--- config.mk ---
export PLATFORM = sky130hd
export DESIGN_NAME = lcc_regs
export DESIGN_NICKNAME = d
export VERILOG_FILES = /design/src/lcc_pkg.sv /design/src/lcc_regs.sv
export VERILOG_INCLUDE_DIRS = /design/src
export SDC_FILE = /design/constraint.sdc
export NUM_CORES = 1
export LEC_CHECK = 0
export ABC_AREA = 1
export BUFFER_PORTS_ARGS = -buffer_cell sky130_fd_sc_hd__buf_2
export CORE_MARGIN = 1.5
export CORE_UTILIZATION = 51
export CTS_CLUSTER_DIAMETER = 60
export DETAILED_ROUTE_END_ITERATION = 12
export HOLD_SLACK_MARGIN = 0.03
export PLACE_DENSITY_LB_ADDON = 0.15
export SLEW_MARGIN = 20
export SYNTH_ARGS = -nofsm -noshare
export SYNTH_HDL_FRONTEND = slang
export SYNTH_SLANG_ARGS = --single-unit
--- constraint.sdc ---
create_clock -name sys_clk -period 3.2 [get_ports sys_clk]
set_input_delay 0.32 -clock sys_clk [delete_from_list [all_inputs] [get_ports sys_clk]]
set_output_delay 0.32 -clock sys_clk [all_outputs]
set_load 0.01 [all_outputs]
--- src/lcc_defines.svh ---
// Register offsets, field positions and reset values of the channel configuration bank
//Contract
//- Second color scale byte drives color scale DAC.
//- Bias bit 4 selects accurate reference, resets one.
//- Bias bits 3:0 set bias, default eight.
//- Threshold scale bits 7:2, reset 0xfc.
//- Upper serial byte gives pixel bits 9:2.
//- Lower serial bits 7:6 give pixel bits 1:0.
//- Control bit 7 enables third output.
//- Control bit 5 reduces bias on zero pixel.
//- Control bit 4 gates third color DAC.
//- Threshold control bit 7 enables threshold DAC.
//- Bit 4 lets low-power signal sleep threshold DAC.
//- Bit 3 makes threshold DAC follow color sleep.
//- Bits 2:1 decode return-to-zero handling.
//- Bit 0 ties bias reduction to threshold current.
//- Threshold code byte drives threshold current DAC.
`ifndef LCC_DEFINES_SVH
`define LCC_DEFINES_SVH
`define LCC_OFS_CH2_COLOR_SCALE 8'h23
`define LCC_OFS_CH2_BIAS_REFERENCE 8'h24
`define LCC_OFS_CH2_THRESHOLD_SCALE 8'h26
`define LCC_OFS_CH2_SERIAL_PIXEL_UPPER 8'h2e
`define LCC_OFS_CH2_SERIAL_PIXEL_LOWER 8'h2f
`define LCC_OFS_CH3_CONTROL 8'h30
`define LCC_OFS_CH3_THRESHOLD_CONTROL 8'h31
`define LCC_OFS_CH3_THRESHOLD_CODE 8'h32
`define LCC_OFS_SERIAL_ENABLE 8'h40
`define LCC_RST_CH2_COLOR_SCALE 8'h00
`define LCC_RST_CH2_BIAS_REFERENCE 8'h18
`define LCC_RST_CH2_THRESHOLD_SCALE 8'hfc
`define LCC_RST_CH2_SERIAL_PIXEL_UPPER 8'h00
`define LCC_RST_CH2_SERIAL_PIXEL_LOWER 8'h00
`define LCC_RST_CH3_CONTROL 8'hb0
`define LCC_RST_CH3_THRESHOLD_CONTROL 8'h91
`define LCC_RST_CH3_THRESHOLD_CODE 8'h00
`define LCC_MASK_CH2_BIAS_REFERENCE 8'h1f
`define LCC_MASK_CH2_THRESHOLD_SCALE 8'hfc
`define LCC_MASK_CH2_SERIAL_PIXEL_LOWER 8'hc0
`define LCC_MASK_CH3_CONTROL 8'hb0
`define LCC_MASK_CH3_THRESHOLD_CONTROL 8'h9f
`define LCC_BIT_REF_ACCURATE 4
`define LCC_BIT_CH3_OUT_EN 7
`define LCC_BIT_CH3_AUTO_SLEEP 5
`define LCC_BIT_CH3_COLOR_EN 4
`define LCC_BIT_THR_EN 7
`define LCC_BIT_THR_LOWP 4
`define LCC_BIT_THR_FOLLOW 3
`define LCC_BIT_RTZ_HI 2
`define LCC_BIT_RTZ_LO 1
`define LCC_BIT_THR_BIAS_RED 0
`endif

--- src/lcc_pkg.sv ---
// Types of the channel configuration bank
package lcc_pkg;
	typedef logic [7:0] lcc_byte_t;
	typedef logic [9:0] lcc_pixel_t;
	typedef logic [31:0] lcc_word_t;
endpackage : lcc_pkg

--- src/lcc_regs.sv ---
// APB register bank steering the second and third laser output channels
//
// The APB interface to the registers is this design's own decision.
`timescale 1ns/1ps
`include "lcc_defines.svh"
module lcc_regs (
	input wire logic sys_clk,
	input wire logic rst,
	input wire logic psel,
	input wire logic penable,
	input wire logic pwrite,
	input wire logic [31:0] paddr,
	input wire lcc_pkg::lcc_word_t pwdata,
	input wire logic [3:0] pstrb,
	output logic pready,
	output lcc_pkg::lcc_word_t prdata,
	output logic pslverr,
	input wire logic low_power_in,
	input wire logic return_to_zero_in,
	input wire logic ch3_color_sleep_in,
	input wire logic ch3_pixel_zero_in,
	output lcc_pkg::lcc_byte_t ch2_color_scale_code,
	output logic ch2_ref_accurate,
	output logic [3:0] ch2_bias_code,
	output logic [5:0] ch2_threshold_scale_code,
	output logic ch2_serial_enable,
	output lcc_pkg::lcc_pixel_t ch2_serial_pixel,
	output logic ch3_output_enable,
	output logic ch3_color_dac_enable,
	output logic ch3_color_bias_reduce,
	output logic ch3_threshold_sleep,
	output logic ch3_threshold_zero,
	output logic ch3_bias_follow_threshold,
	output lcc_pkg::lcc_byte_t ch3_threshold_code_field
);
	import lcc_pkg::*;

	lcc_byte_t color_scale_ff;
	lcc_byte_t bias_ref_ff;
	lcc_byte_t thr_scale_ff;
	lcc_byte_t pix_upper_ff;
	lcc_byte_t pix_lower_ff;
	lcc_byte_t ch3_ctrl_ff;
	lcc_byte_t thr_ctrl_ff;
	lcc_byte_t thr_code_ff;
	logic serial_en_ff;
	logic lowp_meta_ff;
	logic lowp_sync_ff;
	logic rtz_meta_ff;
	logic rtz_sync_ff;
	logic [7:0] word_addr;
	logic addr_ok;
	logic wr_go;
	lcc_word_t nxt_prdata;
	lcc_word_t prdata_ff;
	logic nxt_thr_sleep;

	assign word_addr = paddr[9:2];
	// Zero-wait slave: byte addresses are four times the printed offsets
	assign pready = 1'b1;
	always_comb
	begin
		case (word_addr)
			`LCC_OFS_CH2_COLOR_SCALE, `LCC_OFS_CH2_BIAS_REFERENCE,
			`LCC_OFS_CH2_THRESHOLD_SCALE, `LCC_OFS_CH2_SERIAL_PIXEL_UPPER,
			`LCC_OFS_CH2_SERIAL_PIXEL_LOWER, `LCC_OFS_CH3_CONTROL,
			`LCC_OFS_CH3_THRESHOLD_CONTROL, `LCC_OFS_CH3_THRESHOLD_CODE,
			`LCC_OFS_SERIAL_ENABLE: addr_ok = (paddr[31:10] == 22'h0) && (paddr[1:0] == 2'h0);
			default: addr_ok = 1'b0;
		endcase
	end
	assign pslverr = psel & penable & ~addr_ok;
	// Only lane 0 carries register data, so its strobe gates every write
	assign wr_go = psel & penable & pwrite & addr_ok & pstrb[0];

	always_ff @(posedge sys_clk)
	begin
		if (rst)
		begin
			color_scale_ff <= `LCC_RST_CH2_COLOR_SCALE;
			bias_ref_ff <= `LCC_RST_CH2_BIAS_REFERENCE;
			thr_scale_ff <= `LCC_RST_CH2_THRESHOLD_SCALE;
			pix_upper_ff <= `LCC_RST_CH2_SERIAL_PIXEL_UPPER;
			pix_lower_ff <= `LCC_RST_CH2_SERIAL_PIXEL_LOWER;
			ch3_ctrl_ff <= `LCC_RST_CH3_CONTROL;
			thr_ctrl_ff <= `LCC_RST_CH3_THRESHOLD_CONTROL;
			thr_code_ff <= `LCC_RST_CH3_THRESHOLD_CODE;
			serial_en_ff <= 1'b0;
		end
		else if (wr_go)
		begin
			case (word_addr)
				`LCC_OFS_CH2_COLOR_SCALE: color_scale_ff <= pwdata[7:0];
				`LCC_OFS_CH2_BIAS_REFERENCE:
					bias_ref_ff <= pwdata[7:0] & `LCC_MASK_CH2_BIAS_REFERENCE;
				`LCC_OFS_CH2_THRESHOLD_SCALE:
					thr_scale_ff <= pwdata[7:0] & `LCC_MASK_CH2_THRESHOLD_SCALE;
				`LCC_OFS_CH2_SERIAL_PIXEL_UPPER: pix_upper_ff <= pwdata[7:0];
				`LCC_OFS_CH2_SERIAL_PIXEL_LOWER:
					pix_lower_ff <= pwdata[7:0] & `LCC_MASK_CH2_SERIAL_PIXEL_LOWER;
				`LCC_OFS_CH3_CONTROL: ch3_ctrl_ff <= pwdata[7:0] & `LCC_MASK_CH3_CONTROL;
				`LCC_OFS_CH3_THRESHOLD_CONTROL:
					thr_ctrl_ff <= pwdata[7:0] & `LCC_MASK_CH3_THRESHOLD_CONTROL;
				`LCC_OFS_CH3_THRESHOLD_CODE: thr_code_ff <= pwdata[7:0];
				`LCC_OFS_SERIAL_ENABLE: serial_en_ff <= pwdata[0];
				default: serial_en_ff <= serial_en_ff;
			endcase
		end
	end

	always_comb
	begin
		case (word_addr)
			`LCC_OFS_CH2_COLOR_SCALE: nxt_prdata = {24'h0, color_scale_ff};
			`LCC_OFS_CH2_BIAS_REFERENCE: nxt_prdata = {24'h0, bias_ref_ff};
			`LCC_OFS_CH2_THRESHOLD_SCALE: nxt_prdata = {24'h0, thr_scale_ff};
			`LCC_OFS_CH2_SERIAL_PIXEL_UPPER: nxt_prdata = {24'h0, pix_upper_ff};
			`LCC_OFS_CH2_SERIAL_PIXEL_LOWER: nxt_prdata = {24'h0, pix_lower_ff};
			`LCC_OFS_CH3_CONTROL: nxt_prdata = {24'h0, ch3_ctrl_ff};
			`LCC_OFS_CH3_THRESHOLD_CONTROL: nxt_prdata = {24'h0, thr_ctrl_ff};
			`LCC_OFS_CH3_THRESHOLD_CODE: nxt_prdata = {24'h0, thr_code_ff};
			`LCC_OFS_SERIAL_ENABLE: nxt_prdata = {31'h0, serial_en_ff};
			default: nxt_prdata = 32'h0;
		endcase
		if (!addr_ok)
		begin
			nxt_prdata = 32'h0;
		end
	end
	// Read data is caught in the setup cycle; no register changes before the access edge
	always_ff @(posedge sys_clk)
	begin
		if (rst)
		begin
			prdata_ff <= 32'h0;
		end
		else if (psel && !penable)
		begin
			prdata_ff <= nxt_prdata;
		end
	end
	assign prdata = prdata_ff;

	// The low-power and return-to-zero pins cross in from outside through two flops; color sleep and pixel zero go in unsynchronized
	always_ff @(posedge sys_clk)
	begin
		if (rst)
		begin
			lowp_meta_ff <= 1'b0;
			lowp_sync_ff <= 1'b0;
			rtz_meta_ff <= 1'b0;
			rtz_sync_ff <= 1'b0;
		end
		else
		begin
			lowp_meta_ff <= low_power_in;
			lowp_sync_ff <= lowp_meta_ff;
			rtz_meta_ff <= return_to_zero_in;
			rtz_sync_ff <= rtz_meta_ff;
		end
	end

	assign ch2_color_scale_code = color_scale_ff;
	assign ch2_ref_accurate = bias_ref_ff[`LCC_BIT_REF_ACCURATE];
	// Zero bias is only sane in constant-current mode; software owns that choice
	assign ch2_bias_code = bias_ref_ff[3:0];
	assign ch2_threshold_scale_code = thr_scale_ff[7:2];
	assign ch2_serial_enable = serial_en_ff;
	// Pixel reads zero while serial entry is off so the parallel path wins
	assign ch2_serial_pixel = serial_en_ff ? {pix_upper_ff, pix_lower_ff[7:6]} : 10'h0;
	assign ch3_output_enable = ch3_ctrl_ff[`LCC_BIT_CH3_OUT_EN];
	assign ch3_color_bias_reduce = ch3_ctrl_ff[`LCC_BIT_CH3_AUTO_SLEEP] & ch3_pixel_zero_in;
	assign ch3_color_dac_enable = ch3_ctrl_ff[`LCC_BIT_CH3_COLOR_EN];

	always_comb
	begin
		nxt_thr_sleep = ~thr_ctrl_ff[`LCC_BIT_THR_EN];
		if (thr_ctrl_ff[`LCC_BIT_THR_LOWP] && lowp_sync_ff)
		begin
			nxt_thr_sleep = 1'b1;
		end
		if (thr_ctrl_ff[`LCC_BIT_THR_FOLLOW] && ch3_color_sleep_in)
		begin
			nxt_thr_sleep = 1'b1;
		end
		if (thr_ctrl_ff[`LCC_BIT_RTZ_HI] && thr_ctrl_ff[`LCC_BIT_RTZ_LO] && rtz_sync_ff)
		begin
			nxt_thr_sleep = 1'b1;
		end
	end
	assign ch3_threshold_sleep = nxt_thr_sleep;
	assign ch3_threshold_zero = thr_ctrl_ff[`LCC_BIT_RTZ_HI] & rtz_sync_ff;
	assign ch3_bias_follow_threshold = thr_ctrl_ff[`LCC_BIT_THR_BIAS_RED];
	assign ch3_threshold_code_field = thr_code_ff;
endmodule : lcc_regs

==> impl_metrics.ini <==
[timing]
finalSetupTns_ps = 0
setup_slack_ps = 1170
period_share_pct = 63.5
rsz0062_at_grt = false
hold_viol_final = 0
drv_slew = 0
whs_ps = 179
finalSetupViolCount = 0
relSlewSlack_pct = 65.6
period_minus_slack_ps = 2030
max_freq_mhz = 492
tightest_slew_ps = 515
skew_ps = 6.29

[drt]
drt_wl_total_mm = 9.40
ant_nets = 0
firstDrtPassIters = 10
post_drt_wl_per_cell_um = 12.8
drt-initial-drc-count = 287
drc = 14
vias = 3592
vias_per_cell = 4.91

[grt]
grt_pass1_vias = 3212
grtUsageTotal_pct = 26.3
grt_busiest_layer = met2
grt.met1_usage_pct = 33.6
grt_max_degree = 48
grt.overflow.total = 0
use_met3_pct = 4.38
grt_pass1_wl_mm = 14.9
grt_use_met2_pct = 44.0
antenna_found_initial = 0

[layout]
drive_gt1_share_pct = 22.9
nNetsFinal = 727
final_cell_area_mm2 = 0.00413
diodes = 0
areaGrowthSynthToFinish_pct = 19.8

[run_status]
status = finished with violations
violations = DRC

[clocking]
cts_inserted_buffers = 9
cts.clk_slew.worst_paths_ps = 70
post_cts_buffers = 0
cts-htree-levels = 3
cts_buffer_depth = 2
ctsResizeCount = 0
hold_buffers = 0
cts_root_buffer = clkbuf_8
cts_tree = yes
cts_sinks = 59
worstSkewPairLatency_ps = 340

[logic_synthesis]
async_reset_ff_share_pct = 0
ys_warn_count = 0
yosys-top-cells-area = dfxtp_1 34%, nand2_1 18%, nor2_1 13%, inv_1 8.1%, buf_4 5.9%
netlist_instances = 551
avgSynthCellArea_um2 = 6.26
synth_edf_count = 0
synth-seq-area-share_pct = 34.3
synth.top_cell.area_share_pct = 34.3
yosysUniqueCellTypes = 26
netlist_area_mm2 = 0.00345
synth_top_flop_cell = dfxtp_1
ys_seq_elements = 59
synth_top_area_cell = dfxtp_1

[power]
combPwrFrac_pct = 6.7
p_seq_share_pct = 43.8
p_int_w = 0.00130
p_sw_w = 0.000385
power.density_mw_per_mm2 = 407
ir_drop_v = 0.000325
clkPwrFrac_pct = 49.4
p_leak_nw = 2.42
sw_frac_of_total_pct = 22.9

[worst_setup_path]
path_class = input pin to output port
arrival_ps = 1710
cp-start-kind = input pin
crit_required_ps = 2880
cp_max_fo = 11
critical_path.endpoint_type = output port

[placed_design]
pre_cts_slack_ps = 1160
dp_hpwl_mm = 6.81
gp_congestion = 0.864
portBuffers = 102
dpl_cell_area_mm2 = 0.00388

[worst_hold_path]
worstHoldPathType = input pin to flip-flop

[floorplanning]
start_util_pct = 53.4
die-area_mm2 = 0.00726
core_mm2 = 0.00646
num_rows = 29
ios = 155
die_w_um = 85.2
fp.dieH_um = 85.2

[job]
drv_cap = 0
==> final timing paths <==
path / from / slack, ps / cells after the start / endpoint
hold reg to reg: lowp_meta_ff / 410 / 2 / lowp_sync_ff
hold / removal: low_power_in / 180 / 3 / lowp_meta_ff
setup reg to reg: ch2_serial_enable / 1990 / 6 / prdata[0]
setup / recovery: paddr[19] / 1170 / 10 / pslverr
==> cell families (layout without fill, tap and decap cells) <==
family                 Yosys count  after routing  share of synthesized area (%)
AO/OA/AOI/OAI                   11             11                           1.81
AND/OR/NAND/NOR                363            363                           47.3
other                            2             25                          0.218
flip-flops                      59             59                           34.3
buffers and inverters          116            197                           16.4
==> stage by stage <==
stage	power, W	cells	util [%]
finish	0.00168	732	63.9
floorplan	0.000832	574	-
CTS	0.00168	732	63.9
detailed placement	0.000864	716	60.1
global route	0.00172	732	63.9
global placement	0.000862	716	60.1
==> layout by cell type, fill, tap and decap left out <==
cell	n
conb_1	25
nor2_2	8
nand4_1	20
buf_4	3
buf_2	102
a21oi_1	4
nor2_4	4
clkbuf_8	13
nand3_2	1
nand3_1	31
bufinv_16	2
nor3_1	1
nand3b_1	1
inv_2	2
nand2_2	4
a21oi_2	1
inv_1	74
nor2_1	122
dfxtp_1	59
clkinvlp_4	1
nand2_1	162
nand4_4	3
nand4_2	2
o21ai_0	5
nand2_8	1
nand2_4	3
o2111ai_1	1
==> critical path: stages <==
cell and delay [ps]:
buf_2 110, nor2_1 100, nand2_1 50, nor2_1 80, nand2_1 90, nor2_4 370
inv_2 60, a21oi_2 310, nor2_1 70, buf_2 150
==> power by group through the flow <==
stage / logic (W) / registers [W] / clock network, W
4_1_cts: 0.000111 / 0.000737 / 0.000831
5_1_grt: 0.000124 / 0.000737 / 0.000862
2_1_floorplan: 0.0000789 / 0.000753 / 0
3_3_place_gp: 0.000109 / 0.000754 / 0
3_5_place_dp: 0.000110 / 0.000754 / 0
6_report: 0.000113 / 0.000737 / 0.000831
==> cell usage after synthesis, types with 2 or more instances <==
library cell  instances
nand4_1              20
inv_1                74
nand2_1             162
clkbuf_1              5
nor2_4                4
conb_1                2
buf_4                27
nor2_1              122
nand2_2               4
nor2_2                8
dfxtp_1              59
nand3_1              31
inv_2                 2
nand4_4               3
buf_2                 5
nand2_4               3
buf_6                 3
o21ai_0               5
a21oi_1               4
nand4_2               2
==> registers in the layout (all words and copies together), names as in the netlist <==
name                      flops
lowp_sync_ff                  1
pix_upper_ff                  8
prdata                        8
rtz_sync_ff                   1
lowp_meta_ff                  1
ch3_ctrl_ff                   3
ch2_serial_enable             1
rtz_meta_ff                   1
thr_scale_ff                  6
ch2_color_scale_code          8
thr_ctrl_ff                   6
ch3_threshold_code_field      8
pix_lower_ff                  2
bias_ref_ff                   5
==> metal layers <==
metal  up-vias  share of wire, %  routed length [um]
li1       1823                 -                   -
met1      1596                43                4030
met2       154                48                4490
met3        19               7.2                 680
met4         0               2.2                 208
met5         -                 0                   0
==> area by class of cell <==
cell class,count,area (um2)
Clock buffer,13,179
Clock inverter,3,67.6
Fill cell,620,2330
Inverter,76,285
Multi-Input combinational cell,399,1790
Sequential cell,59,1180
Tap cell,77,96.3
Timing Repair Buffer,105,533
No activity file was read; power rests on OpenSTA's default activity.
